### config.mk
export PLATFORM = sky130hd
export DESIGN_NAME = spi_select_and_dma_request
export DESIGN_NICKNAME = d
export VERILOG_FILES = /design/src/shared/spi_sel_pkg.sv /design/src/spi_select_and_dma_request.sv
export SDC_FILE = /design/constraint.sdc
export NUM_CORES = 1
export LEC_CHECK = 0
export BUFFER_PORTS_ARGS = -buffer_cell sky130_fd_sc_hd__buf_2
export CORE_UTILIZATION = 30
export CTS_CLUSTER_DIAMETER = 100
export CTS_CLUSTER_SIZE = 25
export DETAILED_ROUTE_END_ITERATION = 8
export GPL_ROUTABILITY_DRIVEN = 0
export SLEW_MARGIN = 20
export SYNTH_ARGS = -nofsm -noshare
export SYNTH_HDL_FRONTEND = slang
export SYNTH_SLANG_ARGS = --single-unit
### constraint.sdc
create_clock -name clk_i -period 1.4 [get_ports clk_i]
set_input_delay 0.07 -clock clk_i [delete_from_list [all_inputs] [get_ports clk_i]]
set_output_delay 0.07 -clock clk_i [all_outputs]
set_load 0.05 [all_outputs]
### src/shared/spi_sel_pkg.sv
/*
  Package for the serial select and DMA request block: register offsets,
  field positions, reset values, interrupt bits and shared structs.
  Assumes a plain register port with one-cycle read latency.
*/
// Notes on behaviour
// RULE1 - Three-wire slave ignores select input entirely.
// RULE2 - Manual master mode drives selects from control bits.
// RULE3 - Auto mode asserts select during each transfer only.
// RULE4 - Polarity bit sets active level of selects.
// RULE5 - Manual: writing one activates, zero deactivates line.
// RULE6 - Auto: zero bit keeps line always inactive.
// RULE7 - Slave mode uses first select pin as input.
// RULE8 - DMA reset bit resets request logic, self-clears.
// RULE9 - Receive DMA requests while receive buffer holds data.
// RULE10 - Receive DMA enable cleared when transfer completes.
// RULE11 - Transmit DMA requests automatically, cleared when done.
// RULE12 - Time-out interrupt enable gates slave time-out interrupt.
// RULE13 - Transmit request only when transmit buffer has room.
package spi_sel_pkg;
  localparam logic [7:0] ADDR_SELECT     = 8'h08; // Select line control.
  localparam logic [7:0] ADDR_DMA        = 8'h0C; // DMA request control.
  localparam logic [7:0] ADDR_IRQ_STATUS = 8'h20; // Sticky event status, read only.
  localparam logic [7:0] ADDR_IRQ_ENABLE = 8'h24; // Interrupt enable.
  localparam logic [7:0] ADDR_IRQ_CLEAR  = 8'h28; // Write one to clear.
  localparam logic [7:0] ADDR_LINK_STATE = 8'h2C; // Live pin and request state.

  localparam int SEL_LINES_LSB   = 0;
  localparam int SEL_POLARITY    = 2;
  localparam int SEL_AUTO        = 3;
  localparam int SEL_THREE_WIRE  = 4;
  localparam int SEL_TIMEOUT_IEN = 5;
  localparam int DMA_TX_EN       = 0;
  localparam int DMA_RX_EN       = 1;
  localparam int DMA_RESET       = 2;

  localparam int EV_TIMEOUT = 0; // Slave time-out event.
  localparam int EV_RX_DONE = 1; // Receive DMA finished.
  localparam int EV_TX_DONE = 2; // Transmit DMA finished.
  localparam int EV_SEL_ACT = 3; // Slave select became active.
  localparam int EV_COUNT   = 4;

  localparam logic [5:0]          SELECT_RESET = 6'h00;
  localparam logic [2:0]          DMA_RESET_VAL = 3'h0;
  localparam logic [EV_COUNT-1:0] EV_RESET = 4'h0;
  // Select pin synchroniser starts at the idle level of an active-low pin.
  // This keeps a false select edge from following reset.
  localparam logic [1:0]          SEL_SYNC_RESET = 2'h1;

  // Register port request from the processor side.
  typedef struct packed {
    logic [7:0]  addr;
    logic [31:0] wdata;
    logic        wr;
    logic        rd;
  } reg_req_s;

  // Handshake signals exchanged with the DMA controller.
  typedef struct packed {
    logic rx_done; // Receive block count exhausted.
    logic tx_done; // Transmit block count exhausted.
    logic rx_ack;  // One receive word taken.
    logic tx_ack;  // One transmit word delivered.
  } dma_in_s;
endpackage

### src/spi_select_and_dma_request.sv
/*
  Slave select and DMA request control of a serial peripheral controller.
  Assumes the shift engine reports transfer activity and buffer levels on
  the system clock, and that pins from outside arrive asynchronously.
*/
// Local design decision: the address-and-strobe port.
`timescale 1ns/1ps
module spi_select_and_dma_request (
  input  wire logic                 clk_i,          // System clock, 200 MHz.
  input  wire logic                 reset_i,        // Asynchronous, active high.
  input  wire spi_sel_pkg::reg_req_s req_i,         // Register port request.
  output logic [31:0]               rdata_o,        // Read data, one cycle later.
  input  wire logic                 master_mode_i,  // High when the engine is leader.
  input  wire logic                 xfer_busy_i,    // Engine is shifting a word.
  input  wire logic                 timeout_i,      // Slave time-out pulse.
  input  wire logic                 rx_not_empty_i, // Receive buffer holds data.
  input  wire logic                 tx_has_room_i,  // Transmit buffer can take a word.
  input  wire spi_sel_pkg::dma_in_s  dma_i,          // DMA controller handshake.
  input  wire logic                 select0_pin_i,  // First select pin, input side.
  input  wire logic                 serial_clock_pin_i, // Link clock, sampled.
  output logic [1:0]                select_lines_o, // Select pin output levels.
  output logic [1:0]                select_oe_o,    // Select output enables.
  output logic                      slave_selected_o, // Slave is addressed.
  output logic                      link_clk_rise_o,  // Serial clock rising edge pulse.
  output logic                      rx_dma_req_o,   // Receive request to DMA.
  output logic                      tx_dma_req_o,   // Transmit request to DMA.
  output logic                      dma_logic_reset_o, // Pulse resetting DMA logic.
  output logic                      irq_o           // Level interrupt.
);
  import spi_sel_pkg::*;

  logic [5:0]          select_ctl_r;   // Select control register.
  logic [1:0]          dma_en_r;       // Transmit and receive enables.
  logic                dma_rst_r;      // Self-clearing DMA reset pulse.
  logic [EV_COUNT-1:0] ev_status_r;    // Sticky event bits.
  logic [EV_COUNT-1:0] ev_enable_r;    // Event enable bits.
  logic [EV_COUNT-1:0] ev_set;         // Events arriving this cycle.
  logic [1:0]          sel_sync1_r;    // Select pin, first stage.
  logic [1:0]          sel_sync2_r;    // Select pin, second stage.
  logic [1:0]          sclk_sync1_r;   // Serial clock, first stage.
  logic [1:0]          sclk_sync2_r;   // Serial clock, second stage and history.
  logic                sel_active;     // Select input is in its active state.
  logic                sel_active_q_r; // Previous active state, for edge detect.
  logic [1:0]          sel_active_lvl; // Per line activity before polarity.
  logic [1:0]          select_nxt;     // Next select pin levels.

  // Write strobe decode, used by every register process.
  function automatic logic wr_hit(input reg_req_s r, input logic [7:0] a);
    return r.wr && (r.addr == a);
  endfunction

  // Select control register; software writes steer the select pins.
  always_ff @(posedge clk_i or posedge reset_i) begin
    if (reset_i) begin
      select_ctl_r <= SELECT_RESET;
    end else if (wr_hit(req_i, ADDR_SELECT)) begin
      select_ctl_r <= req_i.wdata[5:0];
    end
  end

  // DMA reset bit is a one-cycle pulse; writing zero leaves it alone. [RULE8]
  always_ff @(posedge clk_i or posedge reset_i) begin
    if (reset_i) begin
      dma_rst_r <= 1'b0;
    end else begin
      dma_rst_r <= wr_hit(req_i, ADDR_DMA) && req_i.wdata[DMA_RESET];
    end
  end

  // DMA enables: software sets, completion clears; reset pulse clears both.
  // A completion in the same cycle as a write wins, since the block is done.
  always_ff @(posedge clk_i or posedge reset_i) begin
    if (reset_i) begin
      dma_en_r <= DMA_RESET_VAL[1:0];
    end else if (dma_rst_r) begin
      dma_en_r <= 2'h0; // [RULE8]
    end else begin
      if (dma_i.rx_done) begin
        dma_en_r[DMA_RX_EN] <= 1'b0; // [RULE10]
      end else if (wr_hit(req_i, ADDR_DMA)) begin
        dma_en_r[DMA_RX_EN] <= req_i.wdata[DMA_RX_EN]; // [RULE9]
      end
      if (dma_i.tx_done) begin
        dma_en_r[DMA_TX_EN] <= 1'b0; // [RULE11]
      end else if (wr_hit(req_i, ADDR_DMA)) begin
        dma_en_r[DMA_TX_EN] <= req_i.wdata[DMA_TX_EN]; // [RULE11]
      end
    end
  end

  // Requests: receive while data waits, transmit while there is room.
  // Held low during the reset pulse so no stale request escapes.
  always_ff @(posedge clk_i or posedge reset_i) begin
    if (reset_i) begin
      rx_dma_req_o <= 1'b0;
      tx_dma_req_o <= 1'b0;
    end else begin
      rx_dma_req_o <= dma_en_r[DMA_RX_EN] && rx_not_empty_i && !dma_rst_r
                      && !dma_i.rx_done && !dma_i.rx_ack; // [RULE9]
      tx_dma_req_o <= dma_en_r[DMA_TX_EN] && tx_has_room_i && !dma_rst_r
                      && !dma_i.tx_done && !dma_i.tx_ack; // [RULE11] [RULE13]
    end
  end

  assign dma_logic_reset_o = dma_rst_r;

  // Two-flop synchronisers for the select input and serial clock pins.
  always_ff @(posedge clk_i or posedge reset_i) begin
    if (reset_i) begin
      sel_sync1_r  <= SEL_SYNC_RESET; // Idle level, so no false edge follows reset.
      sel_sync2_r  <= SEL_SYNC_RESET;
      sclk_sync1_r <= 2'h0;
      sclk_sync2_r <= 2'h0;
    end else begin
      sel_sync1_r  <= {1'b0, select0_pin_i};
      sel_sync2_r  <= sel_sync1_r;
      sclk_sync1_r <= {1'b0, serial_clock_pin_i};
      sclk_sync2_r <= {sclk_sync2_r[0], sclk_sync1_r[0]};
    end
  end

  // Edge found on the synchronised copy only, never on the first stage.
  assign link_clk_rise_o = sclk_sync2_r[0] && !sclk_sync2_r[1];

  // Slave view of select: polarity applied; three-wire forces selected.
  assign sel_active = select_ctl_r[SEL_THREE_WIRE] ? 1'b1 // [RULE1]
                    : (sel_sync2_r[0] == select_ctl_r[SEL_POLARITY]); // [RULE4] [RULE7]

  always_ff @(posedge clk_i or posedge reset_i) begin
    if (reset_i) begin
      sel_active_q_r   <= 1'b0;
      slave_selected_o <= 1'b0;
    end else begin
      sel_active_q_r   <= sel_active;
      slave_selected_o <= !master_mode_i && sel_active;
    end
  end

  // Master select levels: manual follows bits, auto gates with busy.
  always_comb begin
    if (select_ctl_r[SEL_AUTO]) begin
      sel_active_lvl = select_ctl_r[1:0] & {2{xfer_busy_i}}; // [RULE3] [RULE6]
    end else begin
      sel_active_lvl = select_ctl_r[1:0]; // [RULE2] [RULE5]
    end
    // Active level is the polarity bit; inactive is its inverse.
    select_nxt = select_ctl_r[SEL_POLARITY] ? sel_active_lvl : ~sel_active_lvl; // [RULE4]
  end

  // Pin outputs registered; in slave mode line 0 is released as input.
  always_ff @(posedge clk_i or posedge reset_i) begin
    if (reset_i) begin
      select_lines_o <= 2'h3;
      select_oe_o    <= 2'h0;
    end else begin
      select_lines_o <= select_nxt;
      select_oe_o    <= master_mode_i ? 2'h3 : 2'h2; // [RULE7]
    end
  end

  // Event sources; the time-out is gated by its own enable bit too.
  assign ev_set[EV_TIMEOUT] = timeout_i && !master_mode_i && select_ctl_r[SEL_TIMEOUT_IEN]; // [RULE12]
  assign ev_set[EV_RX_DONE] = dma_i.rx_done && dma_en_r[DMA_RX_EN];
  assign ev_set[EV_TX_DONE] = dma_i.tx_done && dma_en_r[DMA_TX_EN];
  assign ev_set[EV_SEL_ACT] = !master_mode_i && sel_active && !sel_active_q_r;

  // Sticky status: a set in the clear cycle wins over the clear.
  always_ff @(posedge clk_i or posedge reset_i) begin
    if (reset_i) begin
      ev_status_r <= EV_RESET;
    end else if (wr_hit(req_i, ADDR_IRQ_CLEAR)) begin
      ev_status_r <= (ev_status_r & ~req_i.wdata[EV_COUNT-1:0]) | ev_set;
    end else begin
      ev_status_r <= ev_status_r | ev_set;
    end
  end

  // Interrupt enable register.
  always_ff @(posedge clk_i or posedge reset_i) begin
    if (reset_i) begin
      ev_enable_r <= EV_RESET;
    end else if (wr_hit(req_i, ADDR_IRQ_ENABLE)) begin
      ev_enable_r <= req_i.wdata[EV_COUNT-1:0];
    end
  end

  // Interrupt is a level while any enabled status bit is set.
  assign irq_o = |(ev_status_r & ev_enable_r); // [RULE12]

  // Read data registered one cycle after the strobe; unmapped reads zero.
  always_ff @(posedge clk_i or posedge reset_i) begin
    if (reset_i) begin
      rdata_o <= 32'h0;
    end else if (req_i.rd) begin
      case (req_i.addr)
        ADDR_SELECT:     rdata_o <= {26'h0, select_ctl_r};
        ADDR_DMA:        rdata_o <= {29'h0, 1'b0, dma_en_r};
        ADDR_IRQ_STATUS: rdata_o <= {28'h0, ev_status_r};
        ADDR_IRQ_ENABLE: rdata_o <= {28'h0, ev_enable_r};
        ADDR_LINK_STATE: rdata_o <= {26'h0, tx_dma_req_o, rx_dma_req_o, slave_selected_o,
                                     sclk_sync2_r[0], select_lines_o};
        default:         rdata_o <= 32'h0;
      endcase
    end else begin
      rdata_o <= 32'h0;
    end
  end
endmodule

==> results.ini <==
[run_status]
status = finished, final reports clean

[power]
p_per_area_nw_per_um2 = 1138
irDropWorstVdd_mv = 0.5145
total_leakage_power_uw = 0.001098

[global_routing]
grt_use_total_pct = 13.70
grt_pass1_wl_mm = 6.154
antenna_found_initial = 0
grt_overflow = 0
first_global_vias = 1242
grt_max_degree = 37

[setup_path]
path_class = primary input to register
cp_max_fo = 5
rrSetupSlack_ns = 0.08
cp-start-kind = primary input
cp.required_ns = 1.57
end_kind = register
crit_chain = buf_2, or4_4, nor3_4, and3_2, mux2_2
slowest_stage = or4_4
cp_data_arrival_time_ns = 1.51
critPathMaxStageDelay_ns = 0.59

[yosys]
synth_area_leaders = dfrtp_1 46%, buf_4 11%, mux2_2 8.4%, dfstp_2 6.1%, nand2_1 2.4%
yosys_most_used_dff = dfrtp_1
ys_ff_latch = 36
yosys-top-cells-count = 32 x dfrtp_1, 26 x buf_4, 13 x mux2_2
synth_top_area_cell = dfrtp_1
syn_area_sq_um = 1734
synth_most_common_cell = dfrtp_1
synth-edff-count = 0
synth_cells = 154
ys_types = 35
synth.yosys.seq_area_share_pct = 52.24
syn_area_per_cell_sq_um = 11.26
synth_warnings = 0
async_flop_share_pct = 100.0
synth_top_area_share_pct = 46.18

[worst_hold_path]
hold_path.class = primary input to register

[floorplan]
fp.dieArea_sq_um = 6089
core_area_sq_um = 5540
rows = 27
start_util_pct = 31.30
die_x_um = 78.03
pin_count = 97
die_height_um = 78.03

[drt]
viasPerCell = 4.402
drcViolationCount = 0
final_antenna_net_count = 0
drt_wl_total_mm = 3.722
drt_iter0_drc = 65
drt_first_pass_iters = 4
avgRoutedWirePerCell_um = 12.79
vias = 1281

[cts]
root_buffer = clkbuf_8
cts_sinks = 36
clk_pin_slew_worst_paths_ns = 0.08
cts_buffer_depth = 2
insertion_delay_ns = 0.29
htree_levels = 2
tritoncts = done
cts_made_buffers = 5
post-cts-setup-buffers = 0

[timing]
fin_tns_setup_ns = 0
setup_slack_ns = 0.06376
skew_ns = 0.007768
min_period_ns = 1.336
rsz0062_at_grt = yes
setup_viol = 0
max_freq_mhz = 748.4
drv_slew = 0
timing_hold_violations_final = 0
period_share_pct = 95.45

[place]
place_ws_ns = -0.2715
io_buffers = 44
hpwl_mm = 2.800

[finish]
antenna_cells = 0
drive_gt1_share_pct = 38.36
fin_nets = 273
syn_to_final_growth_pct = 28.43

[job]
cap_viol_max_count = 0

## cell usage in the layout, fill, tap and decap left out, types with 2 or more instances in the layout
cell type	count
buf_2	44
dfrtp_1	31
conb_1	27
mux2_2	13
nand2_1	11
dlygate4sd3_1	10
nand3_1	8
nor2_1	7
clkbuf_8	7
buf_4	7
inv_1	4
mux2i_1	4
a22oi_1	4
dfstp_2	4
nor3_1	3
nor2b_1	2
nor4_2	2
nand2b_1	2
nand4_1	2
a21oi_1	2
o21ai_0	2
a32oi_1	2
a31oi_1	2
nor4_1	2
a22o_1	2
xor2_1	2
## logic make-up after synthesis
kind of cell | Yosys count | share of synthesized area, %
AO/OA/AOI/OAI | 16 | 6.638
other | 2 | 0.4331
flip-flops | 36 | 52.24
buffers and inverters | 34 | 13.06
XOR/XNOR | 3 | 1.515
AND/OR/NAND/NOR | 46 | 15.37
multiplexers | 17 | 10.75
## final timing paths
check	from	to	cells after the start
max reg2reg	dma_logic_reset_o	rx_dma_req_o	2
max in group asynchronous	reset_i	sel_sync1_r[0]	4
min reg2reg	sel_sync1_r[0]	sel_sync2_r[0]	0
min	req_i[7]	select_ctl_r[5]	2
max	req_i[41]	ev_enable_r[3]	5
min in group asynchronous	reset_i	select_oe_o[1]	4
## per-stage QoR
stage | cell area, sq um | cells | utilization, % | total power, uW | hold WS [ns]
after floorplan | 1828 | 179 | - | 1487 | 0.07448
after global placement | 1979 | 272 | 35.73 | 1531 | 0.1754
after detailed placement | 1979 | 272 | 35.73 | 1534 | 0.1761
after CTS | 2206 | 290 | 39.81 | 2566 | 0.001874
after global routing | 2227 | 291 | 40.20 | 2642 | 0.01411
final | 2227 | 291 | 40.20 | 2534 | 0.01084
## critical path: cells and delay by family
kind / cells / cell delay, ns
simple gates: 3 / 1.00
mux: 1 / 0.34
buf+inv: 1 / 0.10
## final cells by class
class / count / area, sq um
flip-flops and latches: 36 / 907.1
multi-input cells: 109 / 703.2
well taps: 72 / 90.09
clock buffers: 7 / 96.34
inverters: 4 / 15.01
fillers: 564 / 3313
clock inverters: 1 / 30.03
repair buffers: 62 / 385.4
## what timing repair did
action                                 CTS  global route
resized for setup                        0             4
hold buffers                            10             1
endpoints found under the hold margin   40             1
setup endpoints to repair                0             6
## registers in the layout, indices dropped and copies added, names as in the netlist
register and cells:
dma_en_r 2, dma_logic_reset_o 1, ev_enable_r 4, ev_status_r 4, rdata_o 6, rx_dma_req_o 1, sclk_sync1_r 1, sclk_sync2_r 2
sel_active_q_r 1, sel_sync1_r 1, sel_sync2_r 1, select_ctl_r 6, select_lines_o 2, select_oe_o 2, slave_selected_o 1, tx_dma_req_o 1
## report_power, final
part           internal, uW  leakage (uW)  switching [uW]
registers              1090      0.000464            31.9
logic                   105      0.000570             303
clock network           629     0.0000645             375
## metal layers
layer | vias up | global-route usage [%] | wire length (um)
li1 | 612 | - | -
met1 | 609 | 16.89 | 1590
met2 | 52 | 22.39 | 1863
met3 | 8 | 3.721 | 195
met4 | 0 | 6.296 | 74
met5 | - | 0 | 0
Note: power is estimated with default switching activity, not from simulation.
